<file path="src/include/qenc_defs.svh">
// Constants for the quadrature encoder block: reset values, codes and timing counts.
//
// Overview of operation
// - Error check only in index-reset modes.
// - Error at 0xFFFF down or max+1 up.
// - Error irq disable suppresses interrupt, not flag.
// - After error keep counting; rollover raises nothing.
// - Error flag sticky; hardware sets, software clears.
// - Index reset enable clears counter on index.
// - Index reset needs phases matching match value.
// - x4: upper bit is B, lower A.
// - x2: upper bit picks phase, lower level.
// - Index modes interrupt on qualified index pulse.
// - Direction drives pin and status bit.
// - Codes 100/101 count phase A edges only.
// - Codes 110/111 count every A and B edge.
// - A leading B counts up, lagging down.
// - Filter output changes after three stable samples.
// - Filter clock divided from cycle clock by field.
// - Filtered inputs used only with output enable.
// - Timer counts phase A rises, period is max.
// - Timer direction from phase B or direction bit.
// - Mode switches leave count register untouched.
// - Sleep halts all counting, state kept.
// - Idle halts counting only with stop-in-idle set.
// - One shared sticky interrupt flag, software cleared.
`ifndef QENC_DEFS_SVH
`define QENC_DEFS_SVH

// Reset and compare values of the count register.
`define QENC_POS_RST 16'h0000
`define QENC_POS_ONE 16'h0001
`define QENC_ERR_DOWN 16'hFFFF
`define QENC_MAX_RST 16'hFFFF

// Filter: samples that must agree before the output moves.
`define QENC_FLT_SAMPLES 3

// Filter clock divide limits, ratio minus one, per divide code.
`define QENC_DIV_LIM0 8'h00
`define QENC_DIV_LIM1 8'h01
`define QENC_DIV_LIM2 8'h03
`define QENC_DIV_LIM3 8'h0F
`define QENC_DIV_LIM4 8'h1F
`define QENC_DIV_LIM5 8'h3F
`define QENC_DIV_LIM6 8'h7F
`define QENC_DIV_LIM7 8'hFF

`endif

</file>
<file path="src/include/qenc_pkg.sv">
// Types shared by the quadrature encoder modules.
`include "qenc_defs.svh"
package qenc_pkg;

   // Mode select codes; 010 and 011 behave as off.
   typedef enum logic [2:0] {
      QENC_OFF = 3'h0,
      QENC_TIMER = 3'h1,
      QENC_X2_IDX = 3'h4,
      QENC_X2_MAX = 3'h5,
      QENC_X4_IDX = 3'h6,
      QENC_X4_MAX = 3'h7
   } qenc_mode_t;

   typedef struct packed {
      logic [`QENC_FLT_SAMPLES-1:0] hist;
      logic out;
   } qenc_flt_t;

   typedef struct packed {
      logic [7:0] cnt;
      logic tick;
   } qenc_div_t;

   typedef struct packed {
      logic [15:0] pos;
      logic err;
      logic irq;
      logic dir;
      logic a_p;
      logic b_p;
      logic q_p;
   } qenc_st_t;

endpackage : qenc_pkg

</file>
<file path="src/rtl/qenc_top.sv">
// Quadrature encoder position counter with filters, timer mode and flags.
`timescale 1ns/1ps
`default_nettype none
`include "qenc_defs.svh"
module qenc_top
   import qenc_pkg::*;
(
   input wire logic REF_CLK,
   input wire logic SYS_RST,
   input wire logic PHASE_A_INPUT,
   input wire logic PHASE_B_INPUT,
   input wire logic INDEX_INPUT,
   input wire logic [2:0] ENCODER_MODE_SELECT,
   input wire logic INDEX_RESET_ENABLE,
   input wire logic DIRECTION_SOURCE_SELECT,
   input wire logic DIRECTION_CONTROL,
   input wire logic [15:0] MAX_COUNT_VALUE,
   input wire logic [2:0] FILTER_CLOCK_DIVIDE,
   input wire logic FILTER_OUTPUT_ENABLE,
   input wire logic COUNT_ERROR_IRQ_DISABLE,
   input wire logic [1:0] INDEX_MATCH_VALUE,
   input wire logic STOP_IN_IDLE,
   input wire logic CPU_SLEEP,
   input wire logic CPU_IDLE,
   input wire logic POS_WRITE_EN,
   input wire logic [15:0] POS_WRITE_DATA,
   input wire logic COUNT_ERROR_CLEAR,
   input wire logic IRQ_FLAG_CLEAR,
   input wire logic GATE_ACCUM_EVENT,
   output logic [15:0] POSITION_COUNT,
   output logic COUNT_DIRECTION,
   output logic COUNT_DIRECTION_STATUS,
   output logic COUNT_ERROR_FLAG,
   output logic ENCODER_IRQ_FLAG
);

   // ------------------------------------------------------------
   // Declarations
   // ------------------------------------------------------------

   qenc_st_t st_r, st_nxt;
   qenc_mode_t mode;
   logic tick;
   logic [2:0] raw;
   logic [2:0] filt;
   logic pa, pb, pi;
   logic enc_mode, x4, idx_mode, tmr_mode, wrap_mode;
   logic run;
   logic a_edge, b_edge;
   logic enc_up, tmr_up, up;
   logic enc_cnt, tmr_cnt, cnt;
   logic match, qual, idx_evt;
   logic at_top, at_zero;
   logic [15:0] pos_inc, pos_dec, max_p1, nxt_cnt;
   logic roll, err_set, irq_other, irq_set;

   // ------------------------------------------------------------
   // Filter clock and noise filters
   // ------------------------------------------------------------

   // One divider feeds all three filters so they sample together.
   qenc_clkdiv u_div (
      .clk(REF_CLK),
      .rst(SYS_RST),
      .divide_code(FILTER_CLOCK_DIVIDE),
      .tick(tick)
   );

   assign raw = {INDEX_INPUT, PHASE_B_INPUT, PHASE_A_INPUT};

   // Reset clears every filter history, so the network starts idle.
   genvar g;
   generate
      for (g = 0; g < 3; g++) begin : g_flt
         qenc_filter u_flt (
            .clk(REF_CLK),
            .rst(SYS_RST),
            .tick(tick),
            .din(raw[g]),
            .dout(filt[g])
         );
      end
   endgenerate

   // Filtered levels reach the counter only while the enable is set.
   // With it clear the raw pins pass straight through.
   assign pa = FILTER_OUTPUT_ENABLE ? filt[0] : raw[0];
   assign pb = FILTER_OUTPUT_ENABLE ? filt[1] : raw[1];
   assign pi = FILTER_OUTPUT_ENABLE ? filt[2] : raw[2];

   // ------------------------------------------------------------
   // Mode decode and power states
   // ------------------------------------------------------------

   // Codes 010 and 011 fall into neither group and act as off.
   assign mode = qenc_mode_t'(ENCODER_MODE_SELECT);
   assign enc_mode = ENCODER_MODE_SELECT[2];
   assign x4 = ENCODER_MODE_SELECT[1];
   assign idx_mode = enc_mode & ~ENCODER_MODE_SELECT[0];
   assign tmr_mode = (mode == QENC_TIMER);
   assign wrap_mode = tmr_mode | (enc_mode & ENCODER_MODE_SELECT[0]);

   // Sleep always halts; idle halts only when asked to.
   assign run = ~CPU_SLEEP & ~(CPU_IDLE & STOP_IN_IDLE);

   // ------------------------------------------------------------
   // Edge and direction detection
   // ------------------------------------------------------------

   assign a_edge = pa ^ st_r.a_p;
   assign b_edge = pb ^ st_r.b_p;

   // A leading B gives A equal to the old B inverted on each edge.
   assign enc_up = pa ^ st_r.b_p;

   // x2 counts only A edges; x4 counts both phases.
   assign enc_cnt = enc_mode & run & (a_edge | (x4 & b_edge));

   // Timer clocks on rising A, direction from B or the control bit.
   assign tmr_up = DIRECTION_SOURCE_SELECT ? pb : DIRECTION_CONTROL;
   assign tmr_cnt = tmr_mode & run & pa & ~st_r.a_p;

   assign up = tmr_mode ? tmr_up : enc_up;
   assign cnt = enc_cnt | tmr_cnt;

   // ------------------------------------------------------------
   // Index qualification
   // ------------------------------------------------------------

   // x4 checks both phases; x2 checks the one phase chosen.
   always_comb begin
      if (x4) begin
         match = ({pb, pa} == INDEX_MATCH_VALUE);
      end else begin
         match = ((INDEX_MATCH_VALUE[1] ? pb : pa) == INDEX_MATCH_VALUE[0]);
      end
   end

   // Only the leading edge of a qualified pulse counts as an event.
   assign qual = pi & match;
   assign idx_evt = idx_mode & run & qual & ~st_r.q_p;

   // ------------------------------------------------------------
   // Counter arithmetic
   // ------------------------------------------------------------

   assign at_top = (st_r.pos == MAX_COUNT_VALUE);
   assign at_zero = (st_r.pos == `QENC_POS_RST);
   assign pos_inc = st_r.pos + `QENC_POS_ONE;
   assign pos_dec = st_r.pos - `QENC_POS_ONE;
   assign max_p1 = MAX_COUNT_VALUE + `QENC_POS_ONE;

   // Max-count and timer modes fold at the period value.
   // Index modes wrap freely through the full 16-bit range.
   always_comb begin
      if (up) begin
         nxt_cnt = (wrap_mode & at_top) ? `QENC_POS_RST : pos_inc;
      end else begin
         nxt_cnt = (wrap_mode & at_zero) ? MAX_COUNT_VALUE : pos_dec;
      end
   end

   // Period match or rollover event; never raised in index modes.
   assign roll = cnt & wrap_mode & (up ? at_top : at_zero);

   // Error compare applies only to the index-reset modes.
   assign err_set = cnt & idx_mode &
      (up ? (nxt_cnt == max_p1) : (nxt_cnt == `QENC_ERR_DOWN));

   // All sources merge into one flag; the error source can be masked.
   assign irq_other = roll | idx_evt | GATE_ACCUM_EVENT;
   assign irq_set = irq_other | (err_set & ~COUNT_ERROR_IRQ_DISABLE);

   // ------------------------------------------------------------
   // Next state
   // ------------------------------------------------------------

   // Software write beats index clear, which beats a count step.
   // The count register is shared, so mode changes never touch it.
   always_comb begin
      st_nxt = st_r;
      st_nxt.a_p = pa;
      st_nxt.b_p = pb;
      st_nxt.q_p = qual;
      if (POS_WRITE_EN) begin
         st_nxt.pos = POS_WRITE_DATA;
      end else if (idx_evt & INDEX_RESET_ENABLE) begin
         st_nxt.pos = `QENC_POS_RST;
      end else if (cnt) begin
         st_nxt.pos = nxt_cnt;
      end
      // A set in the same cycle as a clear wins.
      if (err_set) begin
         st_nxt.err = 1'b1;
      end else if (COUNT_ERROR_CLEAR) begin
         st_nxt.err = 1'b0;
      end
      if (irq_set) begin
         st_nxt.irq = 1'b1;
      end else if (IRQ_FLAG_CLEAR) begin
         st_nxt.irq = 1'b0;
      end
      // Encoder modes keep the direction of the last counted step; timer mode follows the timer direction every cycle.
      if (enc_cnt) begin
         st_nxt.dir = enc_up;
      end else if (tmr_mode) begin
         st_nxt.dir = tmr_up;
      end
   end

   // ------------------------------------------------------------
   // State register and outputs
   // ------------------------------------------------------------

   always_ff @(posedge REF_CLK or posedge SYS_RST) begin
      if (SYS_RST) begin
         st_r <= '0;
      end else begin
         st_r <= st_nxt;
      end
   end

   // Pin and status bit share one flop so they never disagree.
   assign POSITION_COUNT = st_r.pos;
   assign COUNT_DIRECTION = st_r.dir;
   assign COUNT_DIRECTION_STATUS = st_r.dir;
   assign COUNT_ERROR_FLAG = st_r.err;
   assign ENCODER_IRQ_FLAG = st_r.irq;

   // ------------------------------------------------------------
   // Checks
   // ------------------------------------------------------------

   chk_err_mode_gate: assert property (@(posedge REF_CLK) disable iff (SYS_RST)
      (!$past(COUNT_ERROR_FLAG) && COUNT_ERROR_FLAG) |-> $past(idx_mode))
      else $error("Count error set outside the index-reset modes.");

   chk_err_raises_irq: assert property (@(posedge REF_CLK) disable iff (SYS_RST)
      (err_set && !COUNT_ERROR_IRQ_DISABLE) |=> (ENCODER_IRQ_FLAG && COUNT_ERROR_FLAG))
      else $error("Unmasked count error did not raise the flags.");

   chk_err_irq_mask: assert property (@(posedge REF_CLK) disable iff (SYS_RST)
      (err_set && COUNT_ERROR_IRQ_DISABLE && !irq_other && !ENCODER_IRQ_FLAG)
      |=> (!ENCODER_IRQ_FLAG && COUNT_ERROR_FLAG))
      else $error("Masked count error still raised the interrupt.");

   chk_idx_no_roll: assert property (@(posedge REF_CLK) disable iff (SYS_RST)
      (idx_mode && cnt && !POS_WRITE_EN && !idx_evt)
      |=> (POSITION_COUNT == ($past(up) ? $past(pos_inc) : $past(pos_dec))))
      else $error("Index-mode counter folded instead of wrapping.");

   chk_err_sticky: assert property (@(posedge REF_CLK) disable iff (SYS_RST)
      (COUNT_ERROR_FLAG && !COUNT_ERROR_CLEAR) |=> COUNT_ERROR_FLAG)
      else $error("Count error flag dropped without a clear.");

   chk_index_clear: assert property (@(posedge REF_CLK) disable iff (SYS_RST)
      (idx_evt && INDEX_RESET_ENABLE && !POS_WRITE_EN)
      |=> (POSITION_COUNT == `QENC_POS_RST) && ENCODER_IRQ_FLAG)
      else $error("Qualified index did not clear the counter.");

   chk_max_fold: assert property (@(posedge REF_CLK) disable iff (SYS_RST)
      (wrap_mode && cnt && up && at_top && !POS_WRITE_EN)
      |=> (POSITION_COUNT == `QENC_POS_RST) && ENCODER_IRQ_FLAG)
      else $error("Count did not fold to zero at the period.");

   chk_dir_pin: assert property (@(posedge REF_CLK) disable iff (SYS_RST)
      enc_cnt |=> (COUNT_DIRECTION == $past(enc_up)) && COUNT_DIRECTION_STATUS == COUNT_DIRECTION)
      else $error("Direction pin does not follow the phase order.");

   chk_timer_step: assert property (@(posedge REF_CLK) disable iff (SYS_RST)
      (tmr_cnt && !DIRECTION_SOURCE_SELECT && DIRECTION_CONTROL && !at_top && !POS_WRITE_EN)
      |=> POSITION_COUNT == $past(pos_inc))
      else $error("Timer did not step up on a rising phase A.");

   chk_sleep_hold: assert property (@(posedge REF_CLK) disable iff (SYS_RST)
      (CPU_SLEEP && !POS_WRITE_EN) [*2] |-> $stable(POSITION_COUNT))
      else $error("Counter moved while asleep.");

   chk_idle_hold: assert property (@(posedge REF_CLK) disable iff (SYS_RST)
      (CPU_IDLE && STOP_IN_IDLE && !POS_WRITE_EN) |=> $stable(POSITION_COUNT))
      else $error("Counter moved in idle with stop-in-idle set.");

   chk_irq_sticky: assert property (@(posedge REF_CLK) disable iff (SYS_RST)
      (ENCODER_IRQ_FLAG && !IRQ_FLAG_CLEAR) |=> ENCODER_IRQ_FLAG)
      else $error("Interrupt flag dropped without a clear.");

endmodule : qenc_top
`default_nettype wire

</file>
<file path="src/rtl/qenc_clkdiv.sv">
// Filter clock divider producing a one-cycle enable pulse.
`timescale 1ns/1ps
`default_nettype none
`include "qenc_defs.svh"
module qenc_clkdiv
   import qenc_pkg::*;
(
   input wire logic clk,
   input wire logic rst,
   input wire logic [2:0] divide_code,
   output logic tick
);
   qenc_div_t st_r, st_nxt;
   logic [7:0] lim;

   // Code to limit; a lower code mid-count ends the period early, a higher one stretches it.
   always_comb begin
      case (divide_code)
         3'h0: lim = `QENC_DIV_LIM0;
         3'h1: lim = `QENC_DIV_LIM1;
         3'h2: lim = `QENC_DIV_LIM2;
         3'h3: lim = `QENC_DIV_LIM3;
         3'h4: lim = `QENC_DIV_LIM4;
         3'h5: lim = `QENC_DIV_LIM5;
         3'h6: lim = `QENC_DIV_LIM6;
         default: lim = `QENC_DIV_LIM7;
      endcase
      st_nxt = st_r;
      st_nxt.tick = (st_r.cnt >= lim);
      st_nxt.cnt = st_nxt.tick ? 8'h00 : st_r.cnt + 8'h01;
   end

   always_ff @(posedge clk or posedge rst) begin
      if (rst) begin
         st_r <= '0;
      end else begin
         st_r <= st_nxt;
      end
   end
   assign tick = st_r.tick;

endmodule : qenc_clkdiv
`default_nettype wire

</file>
<file path="src/rtl/qenc_filter.sv">
// Three-sample digital noise filter for one encoder input.
`timescale 1ns/1ps
`default_nettype none
`include "qenc_defs.svh"
module qenc_filter
   import qenc_pkg::*;
(
   input wire logic clk,
   input wire logic rst,
   input wire logic tick,
   input wire logic din,
   output logic dout
);
   localparam int N = `QENC_FLT_SAMPLES;
   qenc_flt_t st_r, st_nxt;

   // Sample on the filter tick; move only when every sample agrees.
   always_comb begin
      st_nxt = st_r;
      if (tick) begin
         st_nxt.hist = {st_r.hist[N-2:0], din};
         if (&st_nxt.hist) begin
            st_nxt.out = 1'b1;
         end else if (~|st_nxt.hist) begin
            st_nxt.out = 1'b0;
         end
      end
   end

   always_ff @(posedge clk or posedge rst) begin
      if (rst) begin
         st_r <= '0;
      end else begin
         st_r <= st_nxt;
      end
   end
   assign dout = st_r.out;

   chk_filter_stable: assert property (@(posedge clk) disable iff (rst)
      (st_r.out != $past(st_r.out)) |-> (st_r.hist == {N{st_r.out}}))
      else $error("Filter output moved without three agreeing samples.");

endmodule : qenc_filter
`default_nettype wire

</file>
<file path="config.mk">
export PLATFORM = sky130hd
export DESIGN_NAME = qenc_top
export DESIGN_NICKNAME = d
export VERILOG_FILES = /design/src/include/qenc_pkg.sv /design/src/rtl/qenc_top.sv /design/src/rtl/qenc_clkdiv.sv /design/src/rtl/qenc_filter.sv
export VERILOG_INCLUDE_DIRS = /design/src /design/src/include
export SDC_FILE = /design/constraint.sdc
export NUM_CORES = 1
export LEC_CHECK = 0
export BUFFER_PORTS_ARGS = -buffer_cell sky130_fd_sc_hd__buf_2
export CAP_MARGIN = 20
export CELL_PAD_IN_SITES_DETAIL_PLACEMENT = 1
export CELL_PAD_IN_SITES_GLOBAL_PLACEMENT = 1
export CORE_MARGIN = 2
export CORE_UTILIZATION = 38
export CTS_CLUSTER_SIZE = 20
export DETAILED_ROUTE_END_ITERATION = 7
export PLACE_DENSITY = 0.76
export SYNTH_ARGS = -nofsm -noshare
export SYNTH_HDL_FRONTEND = slang
export SYNTH_SLANG_ARGS = --single-unit
export TNS_END_PERCENT = 1
</file>
<file path="constraint.sdc">
create_clock -name REF_CLK -period 2.5 [get_ports REF_CLK]
set_input_delay 0.375 -clock REF_CLK [delete_from_list [all_inputs] [get_ports REF_CLK]]
set_output_delay 0.375 -clock REF_CLK [all_outputs]
set_load 0.01 [all_outputs]
</file>
==> metrics, run 1 <==
Root Driver=clkbuf_8; initial DRC count=329; RR Endpoint=COUNT_ERROR_FLAG$_DFFE_PP0P_; Inserted Clock Buffers=5; layout cells sized above 1=42.0%; RR Startpoint=POSITION_COUNT[3]$_DFFE_PP0P_; Post-synth top cells=43 x nor2_1, 41 x nand2_1, 40 x dfrtp_1; measured slew at the worst slew-check pin=0.549 ns; clock sink total=40; met2 usage=54.9%; GRT overflow=0; cell taking the most area after synthesis=dfrtp_1; CTS tree=built; port bufs=76; GR peak layer=met2; Die X=110 um; Crit Path Category=reg -> reg; Area growth syn-to-layout=39.2%; crit-path max FO=6; EDFF count, synth=0; CP Data Arrival Time=2.96 ns; first-pass GRT wire length=28600 um; WL/cell=22.1 um; Mean Syn Cell Area=7.87 sq um; vias per cell=6.00; ant diodes=0; vias in the first global route=5269; Setup Slack @ Placement=-0.509 ns; die area=0.0121 sq mm; Mapped Nets=613; r2r worst-path depth=12; maximum level of the CTS H-tree=2; initial antenna violation count=0; Clock Latency Late Sink=0.31 ns; cell row count=38; io pins=77; DRT Pass-1 Iters=5; asr flop ratio synth=100%; area share of the largest cell type after synthesis=23.4%; pin count of the biggest net entering global routing=41; # DRC=0; Hold Buf Count CTS=0; Ys Warns=0; P per Cell Area=599 mW/mm^2; Fin. Hold Viols=0; Hold Crit Class=in -> async; routability cong.=1.10; via count=5094; most frequent cell after synthesis=nor2_1; post-synthesis register bit count=40; Max Slew Vio Count=0; Max Cap Viol=0; post-route minimum period=2.75 ns; synthesized cell area=0.00427 sq mm; Startpoint Class=flop; Cells after Synth=543; GR Util met1=37.3%; Filler cells=1329; post-synthesis sequential area ratio=23.4%; Max transition margin=63.2%; period utilization=110%; synth unique cells=64; hpwl dp=15100 um; Worst EP required=2.71 ns; flop-to-flop setup slack=-0.25 ns; Starting Density=39.3%; core area=0.0109 sq mm; fin util=54.6%; CTS clk-pin slew, worst paths=0.09 ns; fin nets=778; final antenna-violating net count=0; outcome=finished with violations; total length of routed wires=18800 um; Lkg Pwr=2.65 nW; final setup violation count=9; RSZ-0062 raised after global routing=yes; CTS Buffer Depth=2; Main synth FF type=dfrtp_1; worst setup margin=-0.250 ns; failing checks=negative setup slack; Crit. End Element=flop; top post-synthesis cells by area=dfrtp_1 23%, xnor2_1 7.6%, xor2_1 6.1%; Peak VDD IR=0.477 mV; Clock Skew=0.00714 ns; die extent in y=110 um; met3 Usage GRT=4.82%; GRT Resource Usage Total=31.4%; fmax=364 MHz
==> worst max-delay path, cell delays in order (launching register included) <==
cell	delay (ns)
dfrtp_2	0.46
buf_4	0.15
xor2_1	0.17
nor4_2	0.35
nand4_1	0.14
buf_4	0.19
o21ai_2	0.12
buf_6	0.15
o32a_1	0.26
buf_6	0.14
xnor2_2	0.08
a2bb2oi_4	0.21
o32ai_2	0.23
==> where the power goes <==
group / leakage (nW) / switching [mW] / internal [mW] / total (mW)
Combinational: 2.12 / 1.09 / 0.986 / 2.07
Sequential: 0.488 / 0.216 / 0.812 / 1.03
Clock: 0.0414 / 0.262 / 0.199 / 0.461
Total: 2.65 / 1.56 / 2.00 / 3.56
==> state kept, by name, summed over array words and instances, names as in the netlist <==
| signal | cells |
|---|---|
| POSITION_COUNT | 16 |
| u_div.st_r | 8 |
| g_flt.u_flt.st_r | 6 |
| g_flt.u_flt.dout | 3 |
| st_r | 3 |
| COUNT_DIRECTION | 1 |
| COUNT_ERROR_FLAG | 1 |
| ENCODER_IRQ_FLAG | 1 |
| u_div.tick | 1 |
==> cell type report <==
cell class | instances | area, sq um | area share, %
clock buffers | 6 | 72.6 | 1.22
repair buffers | 216 | 1460 | 24.5
flip-flops and latches | 40 | 1010 | 17.0
clock inverters | 2 | 16.3 | 0.273
well taps | 140 | 175 | 2.94
inverters | 18 | 67.6 | 1.14
multi-input cells | 427 | 3150 | 52.9
==> through the flow <==
stage	setup TNS [ns]	hold WS (ns)	cell area, sq um	std cells	power [mW]
detailed placement	-3.84	0.525	5520	832	2.88
CTS	-0.298	0.203	5740	841	3.42
floorplan	-0.923	0.462	4290	543	2.09
global route	-1.87	0.242	5950	849	3.78
global placement	-2.49	0.484	5520	832	2.77
finish	-0.941	0.197	5950	849	3.56
==> routing by layer <==
| metal | part of all wire (%) | vias up |
|---|---|---|
| li1 | - | 2282 |
| met1 | 39 | 2529 |
| met2 | 50 | 219 |
| met3 | 6.6 | 64 |
| met4 | 4.8 | 0 |
| met5 | 0 | - |
==> kinds of logic (layout without fill, tap and decap cells) <==
logic type	count (synthesis)	after routing	synth area share [%]
buf+inv	76	242	9.05
fa+ha+maj	13	13	3.81
compound gates	140	140	22.3
mux	15	15	3.81
simple gates	192	192	23.9
flops	40	40	23.4
xor+xnor	67	67	13.7
==> worst max-delay path by stage <==
stage                                        startpoint                           end  slack [ns]
after detailed placement  POSITION_COUNT[1]$_DFFE_PP0P_  COUNT_ERROR_FLAG$_DFFE_PP0P_       -0.51
after floorplan           POSITION_COUNT[6]$_DFFE_PP0P_  COUNT_ERROR_FLAG$_DFFE_PP0P_       -0.16
after global routing      POSITION_COUNT[3]$_DFFE_PP0P_  COUNT_ERROR_FLAG$_DFFE_PP0P_       -0.34
after global placement    POSITION_COUNT[0]$_DFFE_PP0P_  COUNT_ERROR_FLAG$_DFFE_PP0P_       -0.31
final                     POSITION_COUNT[3]$_DFFE_PP0P_  COUNT_ERROR_FLAG$_DFFE_PP0P_       -0.25
after CTS                 POSITION_COUNT[0]$_DFFE_PP0P_  COUNT_ERROR_FLAG$_DFFE_PP0P_       -0.16
==> placed cells by master, fill, tap and decap left out, drive strengths merged, types with 8 or more instances in the layout <==
cell	count
xnor2	37
nor2	43
nand2	41
mux2i	8
o21ai	29
a21oi	39
buf	216
a211oi	14
a21o	9
inv	18
nor4	16
ha	13
dfrtp	40
nand3	23
nor3	18
nand4	16
xor2	30
==> repair_timing <==
item | 4_1_cts | 5_1_grt
hold endpoints to repair | 0 | 0
setup endpoints to repair | 11 | 19
pin swaps | 8 | 21
gates resized for setup | 34 | 33
setup buffers | 1 | 8
No activity file was read; power rests on OpenSTA's default activity.
==> inputs of run 2 (changes only) <==
--- a/config.mk
+++ b/config.mk
@@ -17,5 +17,6 @@
 export PLACE_DENSITY = 0.76
 export SYNTH_ARGS = -nofsm -noshare
 export SYNTH_HDL_FRONTEND = slang
+export SYNTH_HIERARCHICAL = 1
 export SYNTH_SLANG_ARGS = --single-unit
 export TNS_END_PERCENT = 1
==> run 2 against run 1 <==
Effect of this change: the flow still finishes with violations (negative setup slack); area after synthesis down 1.7%; routed wire length down 6.6%; first-iteration DRC count down 19%.
==> metrics, run 2 <==
via count=4857 (was 5094); GRT Resource Usage Total=30.2% (was 31.4%); pin count of the biggest net entering global routing=23 (was 41); die area=0.0119 sq mm (was 0.0121 sq mm); area share of the largest cell type after synthesis=23.8% (was 23.4%); Peak VDD IR=0.504 mV (was 0.477 mV); Ys Warns=6 (was 0); most frequent cell after synthesis=nand2_1 (was nor2_1); top post-synthesis cells by area=dfrtp_1 24%, xor2_1 8.3%, xnor2_1 6.0% (was dfrtp_1 23%, xnor2_1 7.6%, xor2_1 6.1%); Die X=109 um (was 110 um); Max transition margin=37.8% (was 63.2%); initial antenna violation count=0 (unchanged); fin nets=753 (was 778); io pins=77 (unchanged); DRT Pass-1 Iters=5 (unchanged); # DRC=0 (unchanged); outcome=finished with violations (unchanged); Clock Latency Late Sink=0.31 ns (about the same); cell row count=38 (unchanged); commonest non-fill, non-tap cells in the layout=125 x buf_4, 76 x buf_2, 56 x nand2_1 (was 135 x buf_4, 76 x buf_2, 42 x nor2_1); CTS tree=built (unchanged); cell taking the most area after synthesis=dfrtp_1 (unchanged); post-synthesis sequential area ratio=23.8% (was 23.4%); Filler cells=1335 (was 1329); critical path depth in cells=10 (was 12); Root Driver=clkbuf_8 (unchanged); GR peak layer=met2 (unchanged); GR Util met1=37.6% (was 37.3%); CP delay by family, top=simple AND/OR/NAND/NOR gates (was compound AO/OA/AOI/OAI gates); Cells after Synth=522 (was 543); Buf/Inv on CP=1 (was 4); post-synthesis register bit count=40 (unchanged); maximum level of the CTS H-tree=2 (unchanged); Area growth syn-to-layout=36.3% (was 39.2%); final antenna-violating net count=0 (unchanged); crit-path max FO=4 (was 6); r2r worst-path depth=10 (was 12); first-pass GRT wire length=27300 um (was 28600 um); fmax=358 MHz (was 364 MHz); Max Slew Vio Count=0 (unchanged); GRT overflow=0 (unchanged); crit-path max cell delay=0.46 ns (about the same); layout cells sized above 1=37.9% (was 42.0%); Inserted Clock Buffers=5 (unchanged); met2 usage=52.4% (was 54.9%); Clock Skew=0.00280 ns (was 0.00714 ns); Max Cap Viol=0 (unchanged); hold path depth=2; Lkg Pwr=2.60 nW (was 2.65 nW); Setup Slack @ Placement=-0.376 ns (was -0.509 ns); worst setup margin=-0.296 ns (was -0.250 ns); total length of routed wires=17500 um (was 18800 um); core area=0.0108 sq mm (was 0.0109 sq mm); met3 Usage GRT=4.84% (was 4.82%); fin util=53.0% (was 54.6%); Main synth FF type=dfrtp_1 (unchanged); final setup violation count=12 (was 9); Crit Path Category=reg -> reg (unchanged); WL/cell=21.3 um (was 22.1 um); Post-synth top cells=56 x nand2_1, 40 x dfrtp_1, 40 x xor2_1 (was 43 x nor2_1, 41 x nand2_1, 40 x dfrtp_1); vias in the first global route=5045 (was 5269); Mapped Nets=592 (was 613); post-route minimum period=2.80 ns (was 2.75 ns); Crit. End Element=flop (unchanged); port bufs=76 (unchanged); Startpoint Class=flop (unchanged); EDFF count, synth=0 (unchanged); Fin. Hold Viols=0 (unchanged); synthesized cell area=0.00420 sq mm (was 0.00427 sq mm); period utilization=112% (was 110%); slowest library cell on the worst path=dfrtp_1 (was dfrtp_2); Mean Syn Cell Area=8.05 sq um (was 7.87 sq um); synth unique cells=75 (was 64); asr flop ratio synth=100% (unchanged); initial DRC count=268 (was 329); die extent in y=109 um (was 110 um); crit-path cells=xor2_1, nor4_2, buf_4, and4_4, a21oi_1, xnor2_1, o32a_1, nor4_1, nand4_1, o21ai_1 (was buf_4, xor2_1, nor4_2, nand4_1, buf_4, o21ai_2, buf_6, o32a_1, buf_6, xnor2_2, a2bb2oi_4, o32ai_2); vias per cell=5.89 (was 6.00); max FFs per register=16 (unchanged); RSZ-0062 raised after global routing=yes (unchanged); measured slew at the worst slew-check pin=0.931 ns (was 0.549 ns); CTS Buffer Depth=2 (unchanged); CP Data Arrival Time=3.03 ns (was 2.96 ns); Worst EP required=2.73 ns (was 2.71 ns); hpwl dp=14300 um (was 15100 um); P per Cell Area=644 mW/mm^2 (was 599 mW/mm^2); routability cong.=0.958 (was 1.10); Starting Density=38.9% (was 39.3%); ant diodes=0 (unchanged); commonest non-fill, non-tap cell in the layout=buf_4 (unchanged); Hold Crit Class=in -> reg (was in -> async); failing checks=negative setup slack (unchanged); CTS clk-pin slew, worst paths=0.08 ns (was 0.09 ns); clock sink total=40 (unchanged)
==> run 2: cell families after synthesis <==
family	share of synthesized area [%]
AO/OA/AOI/OAI	21.5
XOR/XNOR	14.4
adder cells (fa/ha/maj)	3.87
buffers and inverters	8.64
flip-flops	23.8
multiplexers	3.16
AND/OR/NAND/NOR	24.6
==> run 2: path summary, 6_finish.rpt <==
kind	start	end	slack, ns
max reg2reg	POSITION_COUNT[6]$_DFFE_PP0P_	ENCODER_IRQ_FLAG$_DFFE_PP0P_	-0.30
min	COUNT_ERROR_IRQ_DISABLE	ENCODER_IRQ_FLAG$_DFFE_PP0P_	0.25
max	POSITION_COUNT[6]$_DFFE_PP0P_	ENCODER_IRQ_FLAG$_DFFE_PP0P_	-0.30
min in group asynchronous	SYS_RST	g_flt[1].u_flt/st_r[2]$_DFFE_PP0P_	0.54
min reg2reg	u_div/st_r[1]$_DFF_PP0_	u_div/st_r[1]$_DFF_PP0_	0.51
max in group asynchronous	SYS_RST	POSITION_COUNT[0]$_DFFE_PP0P_	0.99
==> run 2: where the power goes <==
part | switching (mW) | internal (mW) | total [mW]
sequential | 0.216 | 0.815 | 1.03
combinational | 1.13 | 0.972 | 2.10
clock | 0.256 | 0.296 | 0.551
total | 1.60 | 2.08 | 3.69
==> run 2: worst reg2reg max path, stage by stage (launching register included) <==
cell and delay [ns]:
dfrtp_1 0.46, xor2_1 0.20, nor4_2 0.37, buf_4 0.19, and4_4 0.25, a21oi_1 0.09, xnor2_1 0.16, o32a_1 0.33
nor4_1 0.29, nand4_1 0.21, o21ai_1 0.17
==> run 2: final cells by class <==
type / instances / area (sq um) / area share [%]
clock buffers: 5 / 68.8 / 1.20
flip-flops and latches: 40 / 1000 / 17.5
well taps: 140 / 175 / 3.06
inverters: 25 / 93.8 / 1.64
multi-input cells: 408 / 2990 / 52.3
repair buffers: 203 / 1350 / 23.6
clock inverters: 3 / 42.5 / 0.743
==> run 2: metrics by stage <==
stage	instances	instance area, sq um	power, mW	TNS (ns)	hold slack, ns
floorplan	522	4210	2.16	-0.160	0.129
detailed placement	814	5440	3.02	-2.34	0.290
global placement	814	5440	2.92	-1.71	0.285
finish	824	5730	3.69	-1.19	0.250
CTS	824	5650	3.62	-0.805	0.234
global route	824	5730	3.92	-2.35	0.229
==> run 2: timing repair <==
item,CTS,global route
setup buffers,1,0
hold endpoints to repair,9,0
pin swaps,5,8
hold buffers,1,0
endpoints found under the setup margin,15,18
resized for setup,19,18
==> run 2: routing by layer <==
layer | up-vias | wire, um
met3 | 55 | 1140
met2 | 206 | 8530
met4 | 0 | 778
met5 | - | 0
met1 | 2400 | 7090
li1 | 2196 | -
==> inputs of run 3 (changes only) <==
--- a/config.mk
+++ b/config.mk
@@ -15,6 +15,7 @@
 export CTS_CLUSTER_SIZE = 20
 export DETAILED_ROUTE_END_ITERATION = 7
 export PLACE_DENSITY = 0.76
+export SKIP_LAST_GASP = 1
 export SYNTH_ARGS = -nofsm -noshare
 export SYNTH_HDL_FRONTEND = slang
 export SYNTH_HIERARCHICAL = 1
==> run 3 against run 2 <==
Effect of this change: maximum frequency rose by 1.5%; combinational power barely moved; utilization fell by 0.36 points; via count fell by 0.97%; highest routed layer unchanged; largest power group unchanged; the run still ends with negative setup slack left; clock power rose by 1%; worst setup slack improved by 0.040 ns.
==> metrics, run 3 (synthesis gave the netlist of run 2 again) <==
outcome=finished with violations (unchanged); failing checks=negative setup slack (unchanged); worst setup margin=-0.256 ns (was -0.296 ns); Clock Latency Late Sink=0.31 ns (about the same); commonest non-fill, non-tap cells in the layout=125 x buf_4, 76 x buf_2, 56 x nand2_1 (unchanged); RSZ-0062 raised after global routing=yes (unchanged); Max transition margin=38.2% (was 37.8%); Area growth syn-to-layout=35.4% (was 36.3%); GRT overflow=0 (unchanged); post-route minimum period=2.76 ns (was 2.80 ns); core area=0.0108 sq mm (unchanged); crit-path max cell delay=0.44 ns (was 0.46 ns); max FFs per register=16 (unchanged); io pins=77 (unchanged); Startpoint Class=flop (unchanged); DRT Pass-1 Iters=5 (unchanged); vias per cell=5.84 (was 5.89); vias in the first global route=5039 (was 5045); first-pass GRT wire length=27300 um (about the same); initial DRC count=209 (was 268); Fin. Hold Viols=0 (unchanged); final setup violation count=12 (unchanged); Die X=109 um (unchanged); Hold Crit Class=in -> reg (unchanged); RR Startpoint=POSITION_COUNT[5]$_DFFE_PP0P_ (was POSITION_COUNT[6]$_DFFE_PP0P_); crit-path max FO=4 (unchanged); WL/cell=21.2 um (was 21.3 um); fmax=363 MHz (was 358 MHz); initial antenna violation count=0 (unchanged); Clock Skew=0.00723 ns (was 0.00280 ns); Min-Delay Startpoint=COUNT_ERROR_IRQ_DISABLE (unchanged); port bufs=76 (unchanged); Setup Slack @ Placement=-0.376 ns (unchanged); CTS Buffer Depth=2 (unchanged); Inserted Clock Buffers=5 (unchanged); total power=3.66 mW (was 3.69 mW); Max Slew Vio Count=0 (unchanged); hpwl dp=14300 um (unchanged); slowest library cell on the worst path=dfrtp_1 (unchanged); routability cong.=0.958 (unchanged); pin count of the biggest net entering global routing=23 (unchanged); cell row count=38 (unchanged); CTS tree=built (unchanged); fin nets=753 (unchanged); total length of routed wires=17500 um (about the same); die area=0.0119 sq mm (unchanged); Crit. End Element=flop (unchanged); layout cells sized above 1=37.1% (was 37.9%); CTS clk-pin slew, worst paths=0.09 ns (was 0.08 ns); via count=4810 (was 4857); CP Data Arrival Time=2.99 ns (was 3.03 ns); ant diodes=0 (unchanged); Root Driver=clkbuf_8 (unchanged); Worst EP required=2.73 ns (about the same); crit-path cells=buf_4, and4_1, buf_4, nand3_1, xor2_1, a211oi_2, xnor2_1, o32a_1, nor4_1, nand4_1, o21ai_1 (was xor2_1, nor4_2, buf_4, and4_4, a21oi_1, xnor2_1, o32a_1, nor4_1, nand4_1, o21ai_1); period utilization=110% (was 112%); Crit Path Category=reg -> reg (unchanged); Starting Density=38.9% (unchanged); GRT Resource Usage Total=30.2% (about the same); measured slew at the worst slew-check pin=0.925 ns (was 0.931 ns); Peak VDD IR=0.504 mV (about the same); commonest non-fill, non-tap cell in the layout=buf_4 (unchanged); crit path from=POSITION_COUNT[5]$_DFFE_PP0P_ (was POSITION_COUNT[6]$_DFFE_PP0P_); Max Cap Viol=0 (unchanged); maximum level of the CTS H-tree=2 (unchanged); Worst path most repeated cell=buf_4; # DRC=0 (unchanged); P per Cell Area=644 mW/mm^2 (about the same); clock sink total=40 (unchanged); final antenna-violating net count=0 (unchanged); die extent in y=109 um (unchanged); setup TNS=-1.29 ns (was -1.19 ns); Lkg Pwr=2.59 nW (was 2.60 nW)
run 3: repair_timing:
action	CTS	global route
endpoints found under the hold margin	9	0
resized for setup	9	16
hold buffers	1	0
cloned	0	0
buffers inserted	1	0
pin swaps	3	5
setup endpoints to repair	15	18
run 3: metrics by stage:
step | cell area [sq um] | cells | utilization, % | hold WS, ns
5_1_grt | 5690 | 824 | 52.7 | 0.229
3_5_place_dp | 5440 | 814 | 50.4 | 0.290
6_report | 5690 | 824 | 52.7 | 0.249
2_1_floorplan | 4210 | 522 | - | 0.129
3_3_place_gp | 5440 | 814 | 50.4 | 0.285
4_1_cts | 5620 | 824 | 52.0 | 0.234
run 3: cell type report:
type,count,area [sq um]
fillers,1343,5110
well taps,140,175
repair buffers,203,1350
clock inverters,3,42.5
flip-flops and latches,40,1000
clock buffers,5,68.8
inverters,25,93.8
multi-input cells,408,2950
run 3: final timing paths:
path                                                            to  depth (start not counted)  slack [ns]
worst max-delay path                  ENCODER_IRQ_FLAG$_DFFE_PP0P_                         11       -0.26
worst min-delay path                  ENCODER_IRQ_FLAG$_DFFE_PP0P_                          2        0.25
worst max register to register        ENCODER_IRQ_FLAG$_DFFE_PP0P_                         11       -0.26
worst min register to register             u_div/st_r[1]$_DFF_PP0_                          1        0.51
max in group asynchronous           POSITION_COUNT[13]$_DFFE_PP0P_                          3        1.00
min in group asynchronous       g_flt[1].u_flt/st_r[2]$_DFFE_PP0P_                          3        0.54
run 3: power breakdown:
part	internal, mW	leakage (nW)	switching [mW]
registers	0.815	0.475	0.216
logic	0.963	2.06	1.11
clock network	0.296	0.0541	0.261
run 3: routing by layer:
| layer | wire [um] | track usage, % | share of wire [%] | up-vias |
|---|---|---|---|---|
| li1 | - | - | - | 2196 |
| met2 | 8680 | 52.6 | 50 | 173 |
| met1 | 7110 | 37.4 | 41 | 2398 |
| met3 | 1120 | 5.08 | 6.4 | 43 |
| met5 | 0 | 0 | 0 | - |
| met4 | 567 | 10.3 | 3.2 | 0 |
run 3: worst max-delay path: cells and delay by family (launching register included):
kind | cells | cell delay (ns)
flip-flops | 1 | 0.44
XOR/XNOR | 2 | 0.30
buffers and inverters | 2 | 0.37
AO/OA/AOI/OAI | 3 | 0.70
AND/OR/NAND/NOR | 4 | 0.87
